### src/sgc_map.svh
// register offsets, field positions, reset values and ratio counts of the switch global control
`ifndef SGC_MAP_SVH
`define SGC_MAP_SVH

// ----------------------------------------------------------------
// register offsets
// ----------------------------------------------------------------
`define SGC_ADDR_CTRL1      8'h03
`define SGC_ADDR_PRIO       8'h04
`define SGC_ADDR_PORT       8'h06
`define SGC_ADDR_STATUS     8'h10

// ----------------------------------------------------------------
// field positions
// ----------------------------------------------------------------
`define SGC_BIT_BACKOFF     0
`define SGC_BIT_SNIFF       0
`define SGC_FLD_PRIO_LO     2
`define SGC_FLD_PRIO_HI     3
`define SGC_BIT_BP          7
`define SGC_BIT_HALF        6
`define SGC_BIT_FC          5
`define SGC_BIT_SPD10       4
`define SGC_BIT_NULLVID     3
`define SGC_BIT_LOADED      7

// ----------------------------------------------------------------
// reset values and counts
// ----------------------------------------------------------------
`define SGC_PRIO_RST        8'h00
`define SGC_BP_RST          1'h0
`define SGC_NULLVID_RST     1'h0
`define SGC_RATIO_10        4'hA
`define SGC_RATIO_5         4'h5
`define SGC_RATIO_2         4'h2

`endif

### src/sgc_pkg.sv
// types shared by the switch global control block
package sgc_pkg;

    typedef enum logic [1:0]
    {
        SGC_PRIO_STRICT,
        SGC_PRIO_R10,
        SGC_PRIO_R5,
        SGC_PRIO_R2
    } sgc_prio_e;

    // switch mii port settings, msb first as they sit in the register
    typedef struct packed
    {
        logic bp_en;
        logic half_duplex;
        logic fc_en;
        logic speed_10;
        logic null_vid_en;
    } sgc_smii_cfg_s;

    typedef struct packed
    {
        logic       wr;
        logic       rd;
        logic [7:0] addr;
        logic [7:0] wdata;
    } sgc_rb_req_s;

endpackage

### src/sgc_egress_sched.sv
// high/low priority egress slot scheduler
`timescale 1ns/1ns
`include "sgc_map.svh"

module sgc_egress_sched
(
    input  wire logic              clk,
    input  wire logic              rst,
    input  wire logic              ce,
    input  wire sgc_pkg::sgc_prio_e scheme,
    input  wire logic              slot,
    input  wire logic              hi_pend,
    input  wire logic              lo_pend,
    output logic                   take_hi_q,
    output logic                   take_lo_q,
    output logic [3:0]             hi_run_q
);

    // ----------------------------------------------------------------
    // pick
    // ----------------------------------------------------------------
    wire logic [3:0] ratio_lim;
    wire logic       ratio_hit;
    wire logic       pick_lo;
    wire logic       pick_hi;
    wire logic [3:0] hi_run_d;

    assign ratio_lim = (scheme == sgc_pkg::SGC_PRIO_R10) ? `SGC_RATIO_10 :
                       (scheme == sgc_pkg::SGC_PRIO_R5)  ? `SGC_RATIO_5  :
                       `SGC_RATIO_2;
    // strict never lets low pass while high waits
    assign ratio_hit = (scheme != sgc_pkg::SGC_PRIO_STRICT)
                       && (hi_run_q >= ratio_lim);
    assign pick_lo   = lo_pend && (!hi_pend || ratio_hit);
    assign pick_hi   = hi_pend && !pick_lo;
    // run counts high grants only while low is starved
    assign hi_run_d  = (slot && pick_lo) ? 4'h0 :
                       (slot && pick_hi) ? (lo_pend ? hi_run_q + 4'h1 : 4'h0) :
                       hi_run_q;

    always_ff @(posedge clk or posedge rst)
    begin
        if (rst)
        begin
            take_hi_q <= 1'b0;
            take_lo_q <= 1'b0;
            hi_run_q  <= 4'h0;
        end
        else if (ce)
        begin
            take_hi_q <= slot && pick_hi;
            take_lo_q <= slot && pick_lo;
            hi_run_q  <= hi_run_d;
        end
    end

endmodule

### src/sgc_global_ctrl.sv
// global control registers of the five-port switch and the logic they steer
//
// Overview of operation
// - aggressive back-off bit enables faster non-standard half-duplex back-off; strap default off
// - two-bit scheme: 00 strict, 01 ten-to-one, 10 five-to-one, 11 two-to-one
// - scheme resets to strict: all queued high packets go before low
// - sniff mode 1 mirrors only when source and destination both match
// - sniff mode 0, the reset value, mirrors when source or destination matches
// - back pressure bit enables half-duplex back pressure on switch mii; reset off
// - duplex bit: 1 half duplex, 0 full duplex on switch mii
// - duplex bit resets from its strap pin; pull-down default is full duplex
// - flow control bit enables full-duplex flow control on switch mii
// - flow control bit resets from its strap pin; default disabled
// - speed bit: 1 is 10 Mbps, 0 is 100 Mbps; strap default 100
// - null vid bit replaces a zero vlan id by the port default id
//
// Chosen here: strobed register access.
`timescale 1ns/1ns
`include "sgc_map.svh"

module sgc_global_ctrl
(
    input  wire logic                  clk,
    input  wire logic                  rst,
    input  wire logic                  ce,
    // register port
    input  wire sgc_pkg::sgc_rb_req_s  rb_req,
    output logic [7:0]                 rd_data_q,
    // strap pins
    input  wire logic                  backoff_strap_pin,
    input  wire logic                  duplex_strap_pin,
    input  wire logic                  flow_ctrl_strap_pin,
    input  wire logic                  speed_strap_pin,
    // settings to the mac and port logic
    output logic                       backoff_aggr_q,
    output sgc_pkg::sgc_smii_cfg_s     smii_cfg_q,
    // switch mii congestion handling
    input  wire logic                  smii_congested,
    output logic                       smii_jam_q,
    output logic                       smii_pause_q,
    // sniffer match
    input  wire logic                  pkt_valid,
    input  wire logic                  pkt_src_match,
    input  wire logic                  pkt_dst_match,
    output logic                       mirror_valid_q,
    output logic                       mirror_q,
    // vlan id replacement
    input  wire logic                  vid_valid,
    input  wire logic [11:0]           vid_in,
    input  wire logic [11:0]           port_vid,
    output logic                       vid_valid_q,
    output logic [11:0]                vid_out_q,
    // egress scheduler
    input  wire logic                  egr_slot,
    input  wire logic                  egr_hi_pend,
    input  wire logic                  egr_lo_pend,
    output logic                       egr_take_hi_q,
    output logic                       egr_take_lo_q
);

    // ----------------------------------------------------------------
    // strap synchronisers
    // ----------------------------------------------------------------
    // no reset on these, so the pins are already settled when reset lifts
    logic [3:0] strap_s1_q;
    logic [3:0] strap_s2_q;
    wire  logic [3:0] strap_pins;

    assign strap_pins = {backoff_strap_pin, duplex_strap_pin,
                         flow_ctrl_strap_pin, speed_strap_pin};

    always_ff @(posedge clk)
    begin
        if (ce)
        begin
            strap_s1_q <= strap_pins;
            strap_s2_q <= strap_s1_q;
        end
    end

    // ----------------------------------------------------------------
    // register decode
    // ----------------------------------------------------------------
    wire logic wr_ctrl1;
    wire logic wr_prio;
    wire logic wr_port;
    wire logic strap_load;

    assign wr_ctrl1   = rb_req.wr && (rb_req.addr == `SGC_ADDR_CTRL1);
    assign wr_prio    = rb_req.wr && (rb_req.addr == `SGC_ADDR_PRIO);
    assign wr_port    = rb_req.wr && (rb_req.addr == `SGC_ADDR_PORT);

    // ----------------------------------------------------------------
    // storage
    // ----------------------------------------------------------------
    logic       loaded_q;
    logic [7:0] prio_q;
    logic [3:0] strap_seen_q;

    // one-shot load on the first enabled edge after release
    assign strap_load = !loaded_q;

    always_ff @(posedge clk or posedge rst)
    begin
        if (rst)
        begin
            loaded_q     <= 1'b0;
            strap_seen_q <= 4'h0;
        end
        else if (ce && strap_load)
        begin
            loaded_q     <= 1'b1;
            strap_seen_q <= strap_s2_q;
        end
    end

    // the async reset gives the pull-down level; the strap load follows at once
    always_ff @(posedge clk or posedge rst)
    begin
        if (rst)
        begin
            backoff_aggr_q <= 1'b0;
        end
        else if (ce)
        begin
            if (wr_ctrl1)
            begin
                backoff_aggr_q <= rb_req.wdata[`SGC_BIT_BACKOFF];
            end
            else if (strap_load)
            begin
                backoff_aggr_q <= strap_s2_q[3];
            end
        end
    end

    always_ff @(posedge clk or posedge rst)
    begin
        if (rst)
        begin
            prio_q <= `SGC_PRIO_RST;
        end
        else if (ce && wr_prio)
        begin
            prio_q <= rb_req.wdata;
        end
    end

    // a write in the load cycle wins, so software always has the last word
    always_ff @(posedge clk or posedge rst)
    begin
        if (rst)
        begin
            smii_cfg_q.bp_en       <= `SGC_BP_RST;
            smii_cfg_q.half_duplex <= 1'b0;
            smii_cfg_q.fc_en       <= 1'b0;
            smii_cfg_q.speed_10    <= 1'b0;
            smii_cfg_q.null_vid_en <= `SGC_NULLVID_RST;
        end
        else if (ce)
        begin
            if (wr_port)
            begin
                smii_cfg_q.bp_en       <= rb_req.wdata[`SGC_BIT_BP];
                smii_cfg_q.half_duplex <= rb_req.wdata[`SGC_BIT_HALF];
                smii_cfg_q.fc_en       <= rb_req.wdata[`SGC_BIT_FC];
                smii_cfg_q.speed_10    <= rb_req.wdata[`SGC_BIT_SPD10];
                smii_cfg_q.null_vid_en <= rb_req.wdata[`SGC_BIT_NULLVID];
            end
            else if (strap_load)
            begin
                smii_cfg_q.half_duplex <= strap_s2_q[2];
                smii_cfg_q.fc_en       <= strap_s2_q[1];
                smii_cfg_q.speed_10    <= strap_s2_q[0];
            end
        end
    end

    // ----------------------------------------------------------------
    // read back
    // ----------------------------------------------------------------
    wire logic [7:0] rd_ctrl1;
    wire logic [7:0] rd_port;
    wire logic [7:0] rd_status;
    wire logic [7:0] rd_mux;

    assign rd_ctrl1  = {7'h00, backoff_aggr_q};
    // low three bits belong to other logic and read as zero here
    assign rd_port   = {smii_cfg_q.bp_en, smii_cfg_q.half_duplex, smii_cfg_q.fc_en,
                        smii_cfg_q.speed_10, smii_cfg_q.null_vid_en, 3'h0};
    assign rd_status = {loaded_q, 3'h0, strap_seen_q};
    assign rd_mux    = (rb_req.addr == `SGC_ADDR_CTRL1)  ? rd_ctrl1  :
                       (rb_req.addr == `SGC_ADDR_PRIO)   ? prio_q    :
                       (rb_req.addr == `SGC_ADDR_PORT)   ? rd_port   :
                       (rb_req.addr == `SGC_ADDR_STATUS) ? rd_status :
                       8'h00;

    always_ff @(posedge clk or posedge rst)
    begin
        if (rst)
        begin
            rd_data_q <= 8'h00;
        end
        else if (ce)
        begin
            rd_data_q <= rb_req.rd ? rd_mux : 8'h00;
        end
    end

    // ----------------------------------------------------------------
    // switch mii congestion
    // ----------------------------------------------------------------
    // jam only makes sense half duplex, pause frames only full duplex
    wire logic jam_d;
    wire logic pause_d;

    assign jam_d   = smii_cfg_q.bp_en && smii_cfg_q.half_duplex
                     && smii_congested;
    assign pause_d = smii_cfg_q.fc_en && !smii_cfg_q.half_duplex
                     && smii_congested;

    always_ff @(posedge clk or posedge rst)
    begin
        if (rst)
        begin
            smii_jam_q   <= 1'b0;
            smii_pause_q <= 1'b0;
        end
        else if (ce)
        begin
            smii_jam_q   <= jam_d;
            smii_pause_q <= pause_d;
        end
    end

    // ----------------------------------------------------------------
    // sniffer match
    // ----------------------------------------------------------------
    wire logic sniff_and;
    wire logic mirror_d;

    assign sniff_and = prio_q[`SGC_BIT_SNIFF];
    assign mirror_d  = sniff_and ? (pkt_src_match && pkt_dst_match)
                                 : (pkt_src_match || pkt_dst_match);

    always_ff @(posedge clk or posedge rst)
    begin
        if (rst)
        begin
            mirror_valid_q <= 1'b0;
            mirror_q       <= 1'b0;
        end
        else if (ce)
        begin
            mirror_valid_q <= pkt_valid;
            mirror_q       <= pkt_valid && mirror_d;
        end
    end

    // ----------------------------------------------------------------
    // null vid replacement
    // ----------------------------------------------------------------
    wire logic        vid_null;
    wire logic [11:0] vid_d;

    assign vid_null = (vid_in == 12'h000);
    assign vid_d    = (smii_cfg_q.null_vid_en && vid_null) ? port_vid
                                                           : vid_in;

    always_ff @(posedge clk or posedge rst)
    begin
        if (rst)
        begin
            vid_valid_q <= 1'b0;
            vid_out_q   <= 12'h000;
        end
        else if (ce)
        begin
            vid_valid_q <= vid_valid;
            vid_out_q   <= vid_valid ? vid_d : 12'h000;
        end
    end

    // ----------------------------------------------------------------
    // egress scheduling
    // ----------------------------------------------------------------
    wire sgc_pkg::sgc_prio_e scheme;

    assign scheme = sgc_pkg::sgc_prio_e'(prio_q[`SGC_FLD_PRIO_HI:`SGC_FLD_PRIO_LO]);

    sgc_egress_sched u_sched
    (
        .clk       (clk),
        .rst       (rst),
        .ce        (ce),
        .scheme    (scheme),
        .slot      (egr_slot),
        .hi_pend   (egr_hi_pend),
        .lo_pend   (egr_lo_pend),
        .take_hi_q (egr_take_hi_q),
        .take_lo_q (egr_take_lo_q),
        .hi_run_q  ()
    );

endmodule

### config.mk
export PLATFORM = sky130hd
export DESIGN_NAME = sgc_global_ctrl
export DESIGN_NICKNAME = d
export VERILOG_FILES = /design/src/sgc_pkg.sv /design/src/sgc_egress_sched.sv /design/src/sgc_global_ctrl.sv
export VERILOG_INCLUDE_DIRS = /design/src /design/src/src
export SDC_FILE = /design/constraint.sdc
export NUM_CORES = 1
export LEC_CHECK = 0
export BUFFER_PORTS_ARGS = -buffer_cell sky130_fd_sc_hd__buf_4
export CAP_MARGIN = 20
export CORE_UTILIZATION = 46
export CTS_BUF_LIST = sky130_fd_sc_hd__clkbuf_8 sky130_fd_sc_hd__clkbuf_16
export CTS_CLUSTER_DIAMETER = 60
export DETAILED_ROUTE_END_ITERATION = 7
export GPL_ROUTABILITY_DRIVEN = 0
export PLACE_DENSITY = 0.79
export SYNTH_ARGS = -nofsm -noshare
export SYNTH_HDL_FRONTEND = slang
export SYNTH_HIERARCHICAL = 1
export SYNTH_SLANG_ARGS = --single-unit
### constraint.sdc
create_clock -name clk -period 1.8 [get_ports clk]
set_clock_uncertainty 0.15 [all_clocks]
set_input_delay 0.09 -clock clk [delete_from_list [all_inputs] [get_ports clk]]
set_output_delay 0.09 -clock clk [all_outputs]
set_load 0.005 [all_outputs]
==> Yosys cells after proc, flatten, opt, wreduce, memory -nomap -nowiden <==
Index checks and enable logic that the tools add are counted.
{ "op_classes": {"n_reduce_logical": 30, "mux": 17, "n_addsub": 1, "eq_ne": 8, "n_lt_le_gt_ge": 1} }
{ "op_table": {"columns": ["cell", "count"], "rows": [
  ["two-way mux 8 bit", 5],
  ["two-way mux 12 bit", 2],
  ["logical AND 1 bit", 17],
  ["== test 8 x 3 -> 1 bit (second input constant)", 2],
  ["two-way mux 4 bit", 4],
  ["logical NOT 12 bit", 1],
  ["two-way mux 3 bit", 3],
  ["== test 8 x 2 -> 1 bit (second input constant)", 1],
  ["== test 8 x 5 -> 1 bit (second input constant)", 1],
  ["AND reduction 2 bit", 4],
  ["adder 4 x 1 -> 4 bit (second input constant)", 1],
  [">= comparator 4 bit", 1],
  ["logical NOT 1 bit", 4],
  ["!= test 2 bit (second input constant)", 2],
  ["nonzero test 2 bit", 2],
  ["two-way mux 1 bit", 3],
  ["== test 2 x 1 -> 1 bit (second input constant)", 1],
  ["== test 2 bit (second input constant)", 1],
  ["logical OR 1 bit", 2]
]} }
{ "totals": {"in_bits": 57, "out_inout_bits": 33, "wordCells": 78, "register_bits": 58} }

==> Longest topological paths before layout <==
{ "logic_depth": {"depth_word": 12, "mapped_depth": 7, "ltp_nobuf": 7} }

==> Cells and area by module <==
The synthesis kept the hierarchy.
{ "modules_own_cells": {"columns": ["module", "n_inst", "seq_area_each_um2", "cells_per_inst", "area_per_inst_um2"], "rows": [
  ["sgc_global_ctrl", 1, 1341.3, 216, 2392.3],
  ["sgc_egress_sched", 1, 150.1, 53, 460.4]
]} }

==> Least setup slack after synthesis <==
OpenSTA, ideal clock, no wires.
{ "synth_path": {"path_kind": "reg-to-reg", "startpoint": "register prio_q[2]", "endpoint": "register u_sched.take_hi_q", "required_time_ns": 1.586, "n_path_buf": 0, "setup_slack_ns": 0.005, "t_arrival_ns": 1.581, "synth_period_minus_slack_ns": 1.795, "path_stages_with_launch": 8, "setup_time_ns": 0.064, "path_cell_list": "dfrtp_1 > nand2b_1 > inv_1 > ha_1 > nor3b_1 > o21ai_1 > a311oi_1 > a21o_1"} }
{ "synth_via": {"elab_chain_cells": 10, "word_cells_on_any_way": 12, "classes_between": "order compare: 1; eq/ne: 2; mux: 2; reduce/logical: 7"} }
{ "synth_lines": {"columns": ["item", "line_no", "source"], "rows": [
  ["from (decl)", "sgc_global_ctrl.sv:97", "logic [7:0] prio_q;"],
  ["from (signal assigned)", "sgc_global_ctrl.sv:141", "prio_q <= `SGC_PRIO_RST;"],
  ["from (signal assigned)", "sgc_global_ctrl.sv:145", "prio_q <= rb_req.wdata;"],
  ["== test 2 bit", "sgc_egress_sched.sv:29", "(scheme == sgc_pkg::SGC_PRIO_R5) ? `SGC_RATIO_5 :"],
  ["two-way mux 3 bit (no line)", null, null],
  ["two-way mux 4 bit (no line)", null, null],
  [">= comparator 4 bit", "sgc_egress_sched.sv:33", "&& (hi_run_q >= ratio_lim);"],
  ["logical AND 1 bit (*)", "sgc_egress_sched.sv:33", null],
  ["logical OR 1 bit (*)", "sgc_egress_sched.sv:34", "assign pick_lo = lo_pend && (!hi_pend || ratio_hit);"],
  ["logical AND 1 bit (*)", "sgc_egress_sched.sv:34", null],
  ["logical NOT 1 bit (*)", "sgc_egress_sched.sv:35", "assign pick_hi = hi_pend && !pick_lo;"],
  ["logical AND 1 bit (*)", "sgc_egress_sched.sv:35", null],
  ["logical AND 1 bit (*)", "sgc_egress_sched.sv:51", "take_hi_q <= slot && pick_hi;"],
  ["to (signal assigned)", "sgc_egress_sched.sv:51", null],
  ["to (decl)", "sgc_egress_sched.sv:14", "output logic take_hi_q,"]
]} }
Every way passes the cells marked *; elsewhere a longest branch is shown, timed or not.
A chain may end at the register's enable or synchronous reset.

==> Final worst setup path <==
{ "layout_path": {"startpoint": "register prio_q[2]", "endpoint": "register u_sched.hi_run_q[1]"} }
{ "layout_via": {"elab_chain_cells": 12, "word_cells_on_any_way": 16, "classes_between": "order compare: 1; eq/ne: 2; mux: 3; reduce/logical: 10"} }
{ "layout_lines": {"columns": ["item", "line_no", "source"], "rows": [
  ["== test 2 bit", "sgc_egress_sched.sv:29", null],
  ["two-way mux 3 bit (no line)", null, null],
  ["two-way mux 4 bit (no line)", null, null],
  [">= comparator 4 bit", "sgc_egress_sched.sv:33", null],
  ["logical AND 1 bit (*)", "sgc_egress_sched.sv:33", null],
  ["logical OR 1 bit (*)", "sgc_egress_sched.sv:34", null],
  ["logical AND 1 bit (*)", "sgc_egress_sched.sv:34", null],
  ["logical NOT 1 bit", "sgc_egress_sched.sv:35", null],
  ["logical AND 1 bit", "sgc_egress_sched.sv:35", null],
  ["logical AND 1 bit", "sgc_egress_sched.sv:38", "(slot && pick_hi) ? (lo_pend ? hi_run_q + 4'h1 : 4'h0) :"],
  ["nonzero test 2 bit (no line)", null, null],
  ["AND reduction 2 bit (no line)", null, null],
  ["to (signal assigned)", "sgc_egress_sched.sv:53", "hi_run_q <= hi_run_d;"],
  ["to (decl)", "sgc_egress_sched.sv:16", "output logic [3:0] hi_run_q"]
]} }
Marks and branches as above.

==> results_dict.tcl <==
set metrics [dict create \
    min_to "vid_out_q[5]$_DFFE_PP0P_" \
    hp-class "in -> reg" \
    ioPinCount 90 \
    dp.cells 435 \
    ir_drop_mv 0.6332 \
    pwr-share-clk_pct 38.9 \
    async_flop_share_pct 86.21 \
    worst_skew_pair.late_latency_ps 340 \
    cts_max_level 3 \
    avgRoutedWirePerCell_microns 17.22 \
    yosys.area_share.simple_pct 19.04 \
    fin_crit_ps 1825 \
    clkTransAtPathRegs_ps 70 \
    synth_seq_area_share_pct 52.28 \
    r2r_end "u_sched/hi_run_q[1]$_DFFE_PP0P_" \
    drt_iter0_drc 166 \
    synth.area.mux_share_pct 6.140 \
    synth.cell_area_sq_um 2853 \
    synth_area_leaders "dfrtp_1 44%, edfxtp_1 8.4%, mux2_2 4.7%" \
    drcViolationCount 0 \
    wl_microns 8540 \
    use_met2_pct 49.49 \
    setup.worst_path.end_class "register" \
    synth_top_family_by_area "simple AND/OR/NAND/NOR gates" \
    r2r_slack_ps -30 \
    powerDensity_nw_per_um2 828.3 \
    nNetsFinal 478 \
    cap_violations 0 \
    setup_viol 1 \
    ys.warnings.count 6 \
    grt_pass1_wl_microns 13080 \
    critPathLaunchType "register" \
    cp_cell_sequence "nand2b_4, inv_4, ha_4, nor3b_4, o211ai_1, and2_4, o31ai_2" \
    cp.required_ps 1890 \
    crit_buf_inv 1 \
    tritoncts "built" \
    synth_compound_area_share_pct 16.45 \
    rsz0062_at_grt "yes" \
    drtAntennaViolNets 0 \
    finalWorstSetupSlack_ps -25.07 \
    yosys.area.top_type "dfrtp_1" \
    dpl.hpwl_microns 5472 \
    gr-usage-met1_pct 30.34 \
    min_period_over_period_pct 101.4 \
    netSwitchingFraction_pct 25.89 \
    initial_core_util_pct 47.90 \
    numPortBuffers 89 \
    status "finished with violations" \
    synth_top_area_share_pct 43.86 \
    relSlewSlack_pct 57.95 \
    cts-buffers-inserted 9 \
    instances_no_fill 496 \
    finalHoldViolations 0 \
    gr-usage-met3_pct 6.067 \
    holdWs_ps 11.46 \
    intPower_mw 2.741 \
    via_per_inst 5.587 \
    grt_use_total_pct 27.30 \
    rr_worst_depth 7 \
    r2r-start "prio_q[2]$_DFFE_PP0P_" \
    drt-pass1-iter-count 5 \
    arrival_ps 1920 \
    grt-ovfl-total 0 \
    grt_max_degree 35 \
    synth_cells 269 \
    yosys.area_share.adder_pct 2.544 \
    p_seq_share_pct 41.4 \
    die_w_microns 80.75 \
    holdPathStages 4 \
    cts_root_buffer "clkbuf_8" \
    path_max_fanout 2 \
    critical-path-top-delay-family "simple AND/OR/NAND/NOR gates" \
    worst_pin_slew_ps 628.0 \
    p_sw_mw 0.9576 \
    antenna_cells 0 \
    grt_busiest_layer "met2" \
    num_vias 2771 \
    core_area_sq_um 5956 \
    rows 28 \
    failed_checks "negative setup slack" \
    synth.most_common_cell "dfrtp_1" \
    grt_antenna_before_repair 0 \
    ys_seq_elements 58 \
    cts_buffer_depth 2 \
    synth_cell_types 50 \
    timing.fmax_ghz 0.5479 \
    synth_area_per_cell_sq_um 10.60 \
    worst-setup-path-type "reg -> reg" \
    synth_xor_area_share_pct 0 \
    yosys_most_used_dff "dfrtp_1" \
    grt_pass1_vias 2816 \
    slowest_delay_ps 380 \
    cts_sinks 58 \
    leakagePower_nw 2.099 \
    comb_power_share_pct 19.7 \
    ys_top_cells_by_count "50 x dfrtp_1, 27 x nand2_1, 17 x inv_1" \
    finalMaxSlewViolations 0 \
    min-delay-start "vid_in[5]" \
    synth_edf_count 8 \
    drive_gt1_share_pct 36.58 \
    slowest_stage "dfrtp_1" \
    syn_nets 331 \
    die_area_sq_um 6521 \
    die_h_microns 80.75 \
    synthToLayoutAreaGrowth_pct 56.53 \
]
-- power by group through the flow --
stage | logic (mW) | registers, mW | clock network (mW)
after global routing | 0.799 | 1.54 | 1.52
after global placement | 0.530 | 1.54 | 0
after CTS | 0.669 | 1.52 | 1.45
final | 0.728 | 1.53 | 1.44
after floorplan | 0.276 | 1.53 | 0
after detailed placement | 0.555 | 1.54 | 0
-- kinds of logic (layout without fill, tap and decap cells) --
family	after synthesis	after routing
adders and majority gates	6	6
and+or+nand+nor	95	95
AOI/OAI and AO/OA	67	67
muxes	16	16
DFF	58	58
buffers and inverters	27	179
-- worst register-to-register path: stages, from the launching register on --
cell	delay, ps
dfrtp_1	380
nand2b_4	150
inv_4	70
ha_4	200
nor3b_4	220
o211ai_1	150
and2_4	190
o31ai_2	220
-- sequential cells by signal, summed over array words and instances (netlist names) --
register	flops
u_sched/take_lo_q	1
prio_q	8
strap_s1_q	4
mirror_q	1
smii_pause_q	1
u_sched/hi_run_q	4
loaded_q	1
vid_valid_q	1
smii_cfg_q	5
mirror_valid_q	1
rd_data_q	8
strap_seen_q	4
smii_jam_q	1
vid_out_q	12
u_sched/take_hi_q	1
backoff_aggr_q	1
strap_s2_q	4
-- worst max-delay path by stage --
stage,from,endpoint,slack [ps],depth (start not counted)
CTS,prio_q[3]$_DFFE_PP0P_,u_sched/hi_run_q[2]$_DFFE_PP0P_,7,7
detailed placement,prio_q[2]$_DFFE_PP0P_,u_sched/hi_run_q[1]$_DFFE_PP0P_,-130,7
floorplan,prio_q[2]$_DFFE_PP0P_,u_sched/take_hi_q$_DFFE_PP0P_,5,7
global route,prio_q[3]$_DFFE_PP0P_,u_sched/hi_run_q[1]$_DFFE_PP0P_,-110,7
finish,prio_q[2]$_DFFE_PP0P_,u_sched/hi_run_q[1]$_DFFE_PP0P_,-30,7
global placement,prio_q[2]$_DFFE_PP0P_,u_sched/take_hi_q$_DFFE_PP0P_,-20,7
-- layout make-up --
type	count	area [sq um]
Tap cell	75	93.84
Fill cell	412	1490
Clock buffer	9	123.9
Timing Repair Buffer	146	1220
Sequential cell	58	1491
Multi-Input combinational cell	184	1360
Inverter	17	66.31
Clock inverter	7	110.1
-- through the flow --
step	util [%]	power, mW	area (sq um)	TNS, ps	worst slack [ps]
finish	74.98	3.699	4466	-25.07	-25.07
global route	74.98	3.861	4466	-306.3	-105.6
CTS	73.78	3.636	4394	0	7.452
detailed placement	61.79	2.095	3680	-434.1	-128.6
global placement	61.79	2.068	3680	-25.58	-19.68
floorplan	-	1.803	2853	0	4.631
-- layout by cell type (no fill, tap or decap), types with 4 or more instances in the layout --
cell type,instances
buf_4,101
dfrtp_1,50
dlygate4sd3_1,43
nand2_1,27
inv_1,16
nor2_1,16
a21oi_1,15
mux2_2,12
a21o_1,9
clkbuf_8,9
edfxtp_1,8
o21ai_0,7
o2bb2ai_1,7
nor2b_1,5
nand4_1,5
nand3_1,5
and3_1,4
nor3_1,4
mux2i_1,4
-- repair_timing --
item / 4_1_cts / 5_1_grt
setup buffers: 1 / 1
gates resized for setup: 6 / 12
endpoints found under the hold margin: 96 / 0
pin swaps: 5 / 8
setup endpoints to repair: 5 / 11
hold buffers: 44 / 0
-- per-layer routing --
metal / wire length, microns / share of wire, % / vias to the layer above
met5: 0 / 0 / -
met3: 561 / 6.6 / 22
li1: - / - / 1290
met2: 4394 / 51 / 125
met4: 218 / 2.6 / 0
met1: 3365 / 39 / 1334
No activity file was read; power rests on OpenSTA's default activity.
